`src/verilog/ptp_egress_pkg.sv`:
```
/*
  Constants for the per-port egress timestamp and asymmetry block:
  register indices, field positions, reset values and message codes.
  Assumes a word-per-register APB map where byte address = 4 * index.
*/
package ptp_egress_pkg;

  // Ports 1..NUM_PORTS; port number sits in index bits 15:12
  localparam int          NUM_PORTS      = 7;
  localparam int          PORT_LSB       = 12;
  localparam int          IDX_W          = 16;
  localparam int          ADDR_W         = 18;

  // Register indices within a port page
  localparam logic [11:0] IDX_ASYM       = 12'hC04;
  localparam logic [11:0] IDX_REQ_HI     = 12'hC08;
  localparam logic [11:0] IDX_REQ_LO     = 12'hC0A;
  localparam logic [11:0] IDX_SYNC_HI    = 12'hC0C;
  localparam logic [11:0] IDX_SYNC_LO    = 12'hC0E;
  localparam logic [11:0] IDX_RESP_HI    = 12'hC10;
  localparam logic [11:0] IDX_RESP_LO    = 12'hC12;
  localparam logic [11:0] IDX_STATUS     = 12'hC14;
  localparam logic [11:0] IDX_ENABLE     = 12'hC16;

  // Field positions
  localparam int          SIGN_BIT       = 15;
  localparam int          MAG_MSB        = 14;
  localparam int          SYNC_FLAG_BIT  = 15;
  localparam int          REQ_FLAG_BIT   = 14;
  localparam int          RESP_FLAG_BIT  = 13;

  // Reset values
  localparam logic [15:0] ASYM_RST       = 16'h0000;
  localparam logic [31:0] STAMP_RST      = 32'h0000_0000;
  localparam logic [2:0]  FLAG_RST       = 3'h0;
  localparam logic [31:0] RDATA_RST      = 32'h0000_0000;

  // Egress stamp kinds on the capture port
  localparam logic [1:0]  KIND_SYNC      = 2'h0;
  localparam logic [1:0]  KIND_REQ       = 2'h1;
  localparam logic [1:0]  KIND_RESP      = 2'h2;

  // Message type codes on the correction port
  localparam logic [3:0]  MSG_SYNC       = 4'h0;
  localparam logic [3:0]  MSG_DELAY_REQ  = 4'h1;
  localparam logic [3:0]  MSG_PDELAY_REQ = 4'h2;
  localparam logic [3:0]  MSG_PDELAY_RSP = 4'h3;

  // Correction field carries ns scaled by 2^16
  localparam int          CORR_FRAC_BITS = 16;
  localparam int          CORR_W         = 64;

endpackage

```
`src/verilog/ptp_port_egress_timestamp.sv`:
```
/*
  Per-port PTP egress timestamp capture, asymmetry correction and
  timestamp status for switch ports 1..7, behind an APB slave.
  Assumes one clock for APB, stamp capture and correction paths;
  stamp and correction inputs come from logic on that clock.
*/
// What this block does
// - Asymmetry bit 15 is the sign; 1 means negative magnitude.
// - Add signed asymmetry to correction of received Sync and Pdelay_Resp.
// - Subtract signed asymmetry from correction of sent Delay_Req, Pdelay_Req.
// - Request egress stamp readable as high and low read-only halves.
// - Sync egress stamp readable as high and low read-only halves.
// - Peer response egress stamp readable as high and low halves.
// - Status bit 15 sets on Sync stamp; write one clears it.
// - Status bit 14 sets on request stamp; write one clears it.
// - Status bit 13 sets on response stamp; write one clears it.
// - Per-port status summary is the OR of the three flags.
// - Enable bits 15..13 match the flags and OR into a summary.
`timescale 1ns/1ps
module ptp_port_egress_timestamp
  import ptp_egress_pkg::*;
#(
  parameter int PORTS = NUM_PORTS
)
(
  input  wire logic                clk,
  input  wire logic                rst,
  // APB slave
  input  wire logic                psel,
  input  wire logic                penable,
  input  wire logic                pwrite,
  input  wire logic [ADDR_W-1:0]   paddr,
  input  wire logic [31:0]         pwdata,
  input  wire logic [3:0]          pstrb,
  output logic      [31:0]         prdata,
  output logic                     pready,
  output logic                     pslverr,
  // Egress stamp capture
  input  wire logic                tx_stamp_valid,
  input  wire logic [2:0]          tx_stamp_port,
  input  wire logic [1:0]          tx_stamp_kind,
  input  wire logic [31:0]         tx_stamp_ns,
  // Correction field update path
  input  wire logic                corr_in_valid,
  input  wire logic [2:0]          corr_in_port,
  input  wire logic                corr_in_egress,
  input  wire logic [3:0]          corr_in_msg_type,
  input  wire logic [CORR_W-1:0]   corr_in_field,
  output logic                     corr_out_valid,
  output logic      [CORR_W-1:0]   corr_out_field,
  // Per-port summaries, bit i-1 is port i
  output logic      [PORTS-1:0]    stamp_status_summary,
  output logic      [PORTS-1:0]    stamp_enable_summary,
  output logic                     irq
);

  // Signed asymmetry in correction-field units
  function automatic logic [CORR_W-1:0] asym_delta(input logic [15:0] asym);
    logic [CORR_W-1:0] mag;
    mag = {{(CORR_W-MAG_MSB-1-CORR_FRAC_BITS){1'b0}}, asym[MAG_MSB:0],
           {CORR_FRAC_BITS{1'b0}}};
    return asym[SIGN_BIT] ? (~mag + {{(CORR_W-1){1'b0}}, 1'b1}) : mag;
  endfunction

  // Port number check; true only for 1..PORTS
  function automatic logic port_ok(input logic [3:0] num);
    return (num != 4'h0) && ({28'h0, num} <= PORTS);
  endfunction

  // APB decode
  wire logic [IDX_W-1:0] idx        = paddr[ADDR_W-1:2];
  wire logic [3:0]       idx_port   = idx[IDX_W-1:PORT_LSB];
  wire logic [11:0]      idx_page   = idx[PORT_LSB-1:0];
  wire logic             aligned    = (paddr[1:0] == 2'h0);
  wire logic             setup_ph   = psel && !penable;
  wire logic             access_ok  = psel && penable && pready;
  wire logic             wr_commit  = access_ok && pwrite && !pslverr;
  wire logic             hit_asym   = (idx_page == IDX_ASYM);
  wire logic             hit_status = (idx_page == IDX_STATUS);
  wire logic             hit_enable = (idx_page == IDX_ENABLE);
  wire logic             hit_stamp  = (idx_page == IDX_REQ_HI)  || (idx_page == IDX_REQ_LO)
                                   || (idx_page == IDX_SYNC_HI) || (idx_page == IDX_SYNC_LO)
                                   || (idx_page == IDX_RESP_HI) || (idx_page == IDX_RESP_LO);
  wire logic             hit_any    = hit_asym || hit_status || hit_enable || hit_stamp;
  wire logic             mapped     = aligned && port_ok(idx_port) && hit_any;
  wire logic [2:0]       sel_slot   = idx_port[2:0] - 3'h1;

  // Per-port register views
  logic [15:0] asym_v   [PORTS];
  logic [31:0] req_v    [PORTS];
  logic [31:0] sync_v   [PORTS];
  logic [31:0] resp_v   [PORTS];
  logic [2:0]  flags_v  [PORTS];
  logic [2:0]  ens_v    [PORTS];
  logic [PORTS-1:0] ssum_w;
  logic [PORTS-1:0] esum_w;
  logic [PORTS-1:0] irq_w;

  for (genvar p = 0; p < PORTS; p++) begin : g_port
    wire logic port_hit = mapped && (sel_slot == 3'(p));
    wire logic cap_hit  = tx_stamp_valid && (tx_stamp_port == 3'(p + 1));

    // Independent register set per port
    ptp_port_slice u_slice (
      .clk           (clk),
      .rst           (rst),
      .wr_asym       (wr_commit && port_hit && hit_asym),
      .wr_be         (pstrb[1:0]),
      .wr_status     (wr_commit && port_hit && hit_status),
      .wr_enable     (wr_commit && port_hit && hit_enable),
      .wdata         (pwdata[15:0]),
      .cap_valid     (cap_hit),
      .cap_kind      (tx_stamp_kind),
      .cap_ns        (tx_stamp_ns),
      .asym_ff       (asym_v[p]),
      .req_stamp_ff  (req_v[p]),
      .sync_stamp_ff (sync_v[p]),
      .resp_stamp_ff (resp_v[p]),
      .flags_ff      (flags_v[p]),
      .enables_ff    (ens_v[p]),
      .status_sum_ff (ssum_w[p]),
      .enable_sum_ff (esum_w[p]),
      .irq_ff        (irq_w[p])
    );
  end

  // Read selection for the addressed port
  wire logic [15:0] rd_asym  = asym_v[sel_slot];
  wire logic [31:0] rd_req   = req_v[sel_slot];
  wire logic [31:0] rd_sync  = sync_v[sel_slot];
  wire logic [31:0] rd_resp  = resp_v[sel_slot];
  wire logic [15:0] rd_flags = {flags_v[sel_slot], 13'h0000};
  wire logic [15:0] rd_ens   = {ens_v[sel_slot], 13'h0000};
  logic [15:0] rd_word;

  always_comb begin
    case (idx_page)
      IDX_ASYM:    rd_word = rd_asym;
      IDX_REQ_HI:  rd_word = rd_req[31:16];
      IDX_REQ_LO:  rd_word = rd_req[15:0];
      IDX_SYNC_HI: rd_word = rd_sync[31:16];
      IDX_SYNC_LO: rd_word = rd_sync[15:0];
      IDX_RESP_HI: rd_word = rd_resp[31:16];
      IDX_RESP_LO: rd_word = rd_resp[15:0];
      IDX_STATUS:  rd_word = rd_flags;
      IDX_ENABLE:  rd_word = rd_ens;
      default:     rd_word = 16'h0000;
    endcase
  end

  // APB answer: one access cycle, no waits
  logic        nxt_pready;
  logic        nxt_pslverr;
  logic [31:0] nxt_prdata;

  assign nxt_pready  = setup_ph;
  assign nxt_pslverr = setup_ph && !mapped;
  assign nxt_prdata  = (setup_ph && mapped && !pwrite) ? {16'h0000, rd_word} : RDATA_RST;

  always_ff @(posedge clk or posedge rst) begin
    if (rst) begin
      pready  <= 1'b0;
      pslverr <= 1'b0;
      prdata  <= RDATA_RST;
    end else begin
      pready  <= nxt_pready;
      pslverr <= nxt_pslverr;
      prdata  <= nxt_prdata;
    end
  end

  // Correction update
  wire logic [2:0]        corr_slot  = corr_in_port - 3'h1;
  wire logic              corr_pok   = port_ok({1'b0, corr_in_port});
  wire logic [CORR_W-1:0] corr_delta = asym_delta(asym_v[corr_slot]);
  wire logic              rx_add     = !corr_in_egress
                                    && ((corr_in_msg_type == MSG_SYNC)
                                     || (corr_in_msg_type == MSG_PDELAY_RSP));
  wire logic              tx_sub     = corr_in_egress
                                    && ((corr_in_msg_type == MSG_DELAY_REQ)
                                     || (corr_in_msg_type == MSG_PDELAY_REQ));
  logic [CORR_W-1:0] nxt_corr_field;

  always_comb begin
    if (corr_pok && rx_add) begin
      nxt_corr_field = corr_in_field + corr_delta;
    end else if (corr_pok && tx_sub) begin
      nxt_corr_field = corr_in_field - corr_delta;
    end else begin
      nxt_corr_field = corr_in_field;
    end
  end

  always_ff @(posedge clk or posedge rst) begin
    if (rst) begin
      corr_out_valid <= 1'b0;
      corr_out_field <= {CORR_W{1'b0}};
    end else begin
      corr_out_valid <= corr_in_valid;
      corr_out_field <= nxt_corr_field;
    end
  end

  // Summaries and interrupt
  always_ff @(posedge clk or posedge rst) begin
    if (rst) begin
      stamp_status_summary <= {PORTS{1'b0}};
      stamp_enable_summary <= {PORTS{1'b0}};
      irq                  <= 1'b0;
    end else begin
      stamp_status_summary <= ssum_w;
      stamp_enable_summary <= esum_w;
      irq                  <= |irq_w;
    end
  end

endmodule // ptp_port_egress_timestamp

```
`src/verilog/ptp_port_slice.sv`:
```
/*
  One port's register set: asymmetry, three egress stamps, W1C flags,
  enables and the summary / interrupt flops.
  Assumes strobes are single-cycle and on the same clock.
*/
`timescale 1ns/1ps
module ptp_port_slice
  import ptp_egress_pkg::*;
(
  input  wire logic        clk,
  input  wire logic        rst,
  input  wire logic        wr_asym,
  input  wire logic [1:0]  wr_be,
  input  wire logic        wr_status,
  input  wire logic        wr_enable,
  input  wire logic [15:0] wdata,
  input  wire logic        cap_valid,
  input  wire logic [1:0]  cap_kind,
  input  wire logic [31:0] cap_ns,
  output logic      [15:0] asym_ff,
  output logic      [31:0] req_stamp_ff,
  output logic      [31:0] sync_stamp_ff,
  output logic      [31:0] resp_stamp_ff,
  output logic      [2:0]  flags_ff,
  output logic      [2:0]  enables_ff,
  output logic             status_sum_ff,
  output logic             enable_sum_ff,
  output logic             irq_ff
);

  // Flag vector order: [2]=sync, [1]=request, [0]=response
  wire logic       cap_sync = cap_valid && (cap_kind == KIND_SYNC);
  wire logic       cap_req  = cap_valid && (cap_kind == KIND_REQ);
  wire logic       cap_resp = cap_valid && (cap_kind == KIND_RESP);
  wire logic [2:0] set_vec  = {cap_sync, cap_req, cap_resp};
  wire logic [2:0] clr_vec  = wr_status ? wdata[SYNC_FLAG_BIT:RESP_FLAG_BIT] : 3'h0;
  // Set wins over a clear landing in the same cycle
  wire logic [2:0] nxt_flags   = (flags_ff & ~clr_vec) | set_vec;
  wire logic [2:0] nxt_enables = wr_enable ? wdata[SYNC_FLAG_BIT:RESP_FLAG_BIT]
                                           : enables_ff;
  wire logic [15:0] nxt_asym = {wr_be[1] ? wdata[15:8] : asym_ff[15:8],
                                wr_be[0] ? wdata[7:0]  : asym_ff[7:0]};

  always_ff @(posedge clk or posedge rst) begin
    if (rst) begin
      asym_ff <= ASYM_RST;
    end else if (wr_asym) begin
      asym_ff <= nxt_asym;
    end
  end

  // Stamp loads before its flag is seen by software
  always_ff @(posedge clk or posedge rst) begin
    if (rst) begin
      req_stamp_ff  <= STAMP_RST;
      sync_stamp_ff <= STAMP_RST;
      resp_stamp_ff <= STAMP_RST;
    end else begin
      if (cap_req)  req_stamp_ff  <= cap_ns;
      if (cap_sync) sync_stamp_ff <= cap_ns;
      if (cap_resp) resp_stamp_ff <= cap_ns;
    end
  end

  always_ff @(posedge clk or posedge rst) begin
    if (rst) begin
      flags_ff      <= FLAG_RST;
      enables_ff    <= FLAG_RST;
      status_sum_ff <= 1'b0;
      enable_sum_ff <= 1'b0;
      irq_ff        <= 1'b0;
    end else begin
      flags_ff      <= nxt_flags;
      enables_ff    <= nxt_enables;
      status_sum_ff <= |nxt_flags;
      enable_sum_ff <= |nxt_enables;
      irq_ff        <= |(nxt_flags & nxt_enables);
    end
  end

endmodule // ptp_port_slice
```
`config.mk`:
```
export PLATFORM = sky130hd
export DESIGN_NAME = ptp_port_egress_timestamp
export DESIGN_NICKNAME = d
export VERILOG_FILES = /design/src/verilog/ptp_egress_pkg.sv /design/src/verilog/ptp_port_egress_timestamp.sv /design/src/verilog/ptp_port_slice.sv
export SDC_FILE = /design/constraint.sdc
export NUM_CORES = 2
export LEC_CHECK = 0
export CAP_MARGIN = 5
export CELL_PAD_IN_SITES_DETAIL_PLACEMENT = 0
export CELL_PAD_IN_SITES_GLOBAL_PLACEMENT = 1
export CORE_MARGIN = 3
export CORE_UTILIZATION = 25
export DETAILED_ROUTE_END_ITERATION = 16
export DONT_BUFFER_PORTS = 1
export PLACE_DENSITY_LB_ADDON = 0.25
export SYNTH_ARGS = -nofsm -noshare
export SYNTH_HDL_FRONTEND = slang
export SYNTH_HIERARCHICAL = 1
export SYNTH_SLANG_ARGS = --single-unit
```
`constraint.sdc`:
```
create_clock -name clk -period 6.75 [get_ports clk]
set_clock_uncertainty 0.2 [all_clocks]
set_input_delay 0.3375 -clock clk [delete_from_list [all_inputs] [get_ports clk]]
set_output_delay 0.3375 -clock clk [all_outputs]
set_load 0.05 [all_outputs]
```
==> flow_summary_export.csv <==
group,metric,value,unit
setup_path,critPathLaunchType,"input pin",
synth,ys_seq_area_share,47.9,%
global_route,grt_pass1_wl,276000,µm
worst_hold_path,hp-start,"pstrb[0]",
sta,min_period,6330,ps
die,die_y,450,µm
synth,ys_async_sr_fraction,100,%
finish,regArea,23600,µm²
finish,finalNetCount,4397,
worst_hold_path,whs_endpoint,"g_port[4].u_slice/asym_ff[1]",
setup_path,r2r_end,"corr_out_field[56]",
global_route,grtUsageMet1,24.6,%
sta,max_freq,158,MHz
global_route,grt_util_met3,2.49,%
job,max-cap-violations,0,
clock_tree,cts_buffer_depth,3,
placed_design,dpl.hpwl,118000,µm
clock_tree,cts_root_buffer,"clkbuf_16",
global_route,grt.busiest_layer,"met2",
synth,syn_area,49400,µm²
finish,multi_input_area,23800,µm²
route,drc_errors,0,
die,rows,162,
synth,ys.flop_type,"dfrtp_1",
outcome,status,"complete, no violations",
die,dieArea,203000,µm²
global_route,grt_max_degree,163,
setup_path,criticalPathCategory,"input pin to flip-flop",
finish,areaGrowthSynthToFinish,16.0,%
clock_tree,clk_latency,760,ps
finish,fillCellCount,20200,
route,viasPerCell,5.03,
setup_path,cp_slowest_cell,"ha_2",
setup_path,cp_max_fo,20,
global_route,grt_pass1_vias,35700,
sta,drv_slew,0,
sta,hold_viol,0,
pwr,p_leak,25.2,nW
route,wl_per_cell,28.3,µm
finish,fin_cells,6844,
sta,period_share,93.8,%
pwr,p_per_area,272,nW/µm²
synth,synth_top_cell_by_area,"dfrtp_1",
global_route,use_met2,32.0,%
finish,drive_above_1_share,30.4,%
setup_path,rrSetupSlack,470,ps
setup_path,worst_setup_path_end_kind,"flip-flop",
route,drt_wl_total,193000,µm
clock_tree,cts_made_buffers,107,
sta,worst_pin_slew,1200,ps
setup_path,worstReg2RegStart,"g_port[1].u_slice/asym_ff[1]",
synth,avgSynthCellArea,12.4,µm²
sta,rsz0062_at_grt,"false",
setup_path,r2r_cells,24,
synth,synth.most_common_cell,"dfrtp_1",
die,io_pins,284,
die,die_w,450,µm
synth,synth_area_leaders,"dfrtp_1, mux2_2, mux4_2, mux2i_1, ha_1",
placed_design,dpl.cell_count,6487,
synth,yosys-top-cells-count,"dfrtp_1, mux2_2, nand2_1",
die,start_util,25.2,%
global_route,overflow,0,
synth,yosysWarnings,6,
worst_hold_path,hp-class,"input pin to flip-flop",
pwr,peakVddDrop,0.207,mV
sta,setup_viol,0,
sta,slew_headroom,19.5,%
placed_design,routabilityCongestion,0.849,
clock_tree,clkSlewWorstSetupHoldPaths,60,ps
worst_hold_path,hold_depth,2,
global_route,grt_usage,18.7,%
route,vias,34400,
synth,ys_ff_latch,945,
setup_path,cp.required,7140,ps
finish,post-route-util,29.3,%
clock_tree,cts_sinks,945,
clock_tree,cts_tree,"done",
die,coreArea,196000,µm²
sta,fin_tns_setup,0,ps
route,first_iter_violations,2256,
synth,netlist.area_leader.share,47.9,%
placed_design,io_buffers,0,
synth,netlist-cell-type-count,88,
setup_path,arrival,6720,ps
setup_path,slowest_delay,570,ps
setup_path,cp_cell_sequence,"inv_1, ha_2, buf_12, buf_12, mux4_2, o21ai_0, nand3_2, nor2_1, nand2_1, nand2_1, inv_1, ha_1, or3_1, a21oi_1, a21boi_0, o211ai_1, or4_1, a31o_2, a41oi_1, a21oi_1, o2bb2ai_1, dlygate4sd3_1",
global_route,antenna_found_initial,28,
clock_tree,h-tree-depth,3,
route,postRouteAntennaNets,0,
clock_tree,ctsResizeCount,0,
synth,synthCells,3997,
route,firstDrtPassIters,5,
synth,synth_edf_count,0,
-- cell families (layout without fill, tap and decap cells) --
logic type,count (synthesis),after routing,share of synthesized area (%)
compound gates,723,723,9.54
xor+xnor,27,27,0.494
fa+ha+maj,108,108,2.75
buf+inv,389,586,4.21
flops,945,945,47.9
mux,1153,1153,28.8
other cells,1,27,0.00760
simple gates,651,651,6.31
-- cell usage in the layout (no fill, tap or decap), types with 13 or more instances in the layout --
cell type      Yosys  layout
nand3_1           37      36
dlygate4sd3_1      0     145
o21ai_0          158     158
buf_4             18     106
inv_1            127     119
a21o_1            21      21
o22ai_1           96      96
clkinv_2           0      25
clkbuf_16          0     107
or3_1             17      17
xnor2_1           13      13
a21boi_0          25      25
nor2_1           214     214
mux2_2           784     784
mux4_2           133     133
xor2_1            13      13
nand2_1          226     222
ha_1             107     104
a21oi_1          163     163
a31oi_1           16      16
dfrtp_1          945     945
mux2i_1          222     222
mux2_1            14      14
o21bai_1          20      20
nor3_1            23      23
clkbuf_1         127      27
conb_1             1      16
a211oi_1          15      15
o31ai_1           20      20
o221ai_1          17      17
clkbuf_8           0      18
a22oi_1           15      15
nor2b_1           15      15
nor4_1            20      20
o211ai_1          59      59
-- metal layers --
| layer | up-vias | share of wire [%] |
|---|---|---|
| li1 | 15000 | - |
| met1 | 18300 | 44 |
| met2 | 883 | 49 |
| met3 | 274 | 4.0 |
| met4 | 8 | 2.9 |
| met5 | - | 0.025 |
-- how the worst max path moves through the flow --
stage                                      start            endpoint  slack (ps)
floorplan                        corr_in_port[0]  corr_out_field[51]         530
global placement                 corr_in_port[0]  corr_out_field[57]         240
detailed placement               corr_in_port[0]  corr_out_field[57]         210
CTS                 g_port[1].u_slice/asym_ff[1]  corr_out_field[60]         540
global route        g_port[1].u_slice/asym_ff[1]  corr_out_field[56]         130
finish                           corr_in_port[0]  corr_out_field[56]         420
-- power breakdown --
part	leakage (nW)	internal (W)	switching, W
registers	12.1	0.00652	0.000562
logic	11.3	0.00124	0.00122
clock network	1.77	0.00345	0.00260
total	25.2	0.0112	0.00438
-- timing repair --
action	in CTS	in global routing
endpoints found under the hold margin	1432	0
endpoints found under the setup margin	0	0
setup buffers	0	0
hold buffers	147	0
-- critical path, delay by kind of cell --
| family | cells | cell delay (ps) |
|---|---|---|
| fa+ha+maj | 2 | 830 |
| buf+inv | 5 | 1150 |
| mux | 1 | 300 |
| compound gates | 8 | 2090 |
| simple gates | 6 | 1980 |
-- stage by stage --
| stage | hold WS (ps) | power, W | area, µm² | worst slack (ps) |
|---|---|---|---|---|
| 2_1_floorplan | 131 | 0.00883 | 49400 | 532 |
| 3_3_place_gp | 8.78 | 0.00943 | 52100 | 236 |
| 3_5_place_dp | 11.6 | 0.00949 | 52100 | 211 |
| 4_1_cts | 2.80 | 0.0158 | 57200 | 542 |
| 5_1_grt | 14.4 | 0.0163 | 57300 | 133 |
| 6_report | 44.3 | 0.0156 | 57300 | 416 |
-- state kept, by name, summed over array words and instances (netlist names), 16 cells and up --
register                      flops
g_port.u_slice/resp_stamp_ff    224
corr_out_field                   64
g_port.u_slice/asym_ff          112
g_port.u_slice/enables_ff        21
g_port.u_slice/sync_stamp_ff    224
prdata                           16
g_port.u_slice/flags_ff          21
g_port.u_slice/req_stamp_ff     224
-- layout make-up --
class | instances | share of cell area, %
multi-input combinational | 2678 | 41.5
clock buffer | 152 | 5.29
inverter | 128 | 0.911
antenna | 11 | 0.0481
sequential | 945 | 41.3
tap | 2624 | 5.73
timing repair buffer | 259 | 4.20
clock inverter | 47 | 1.03
Power figures use the tool's default switching activity.
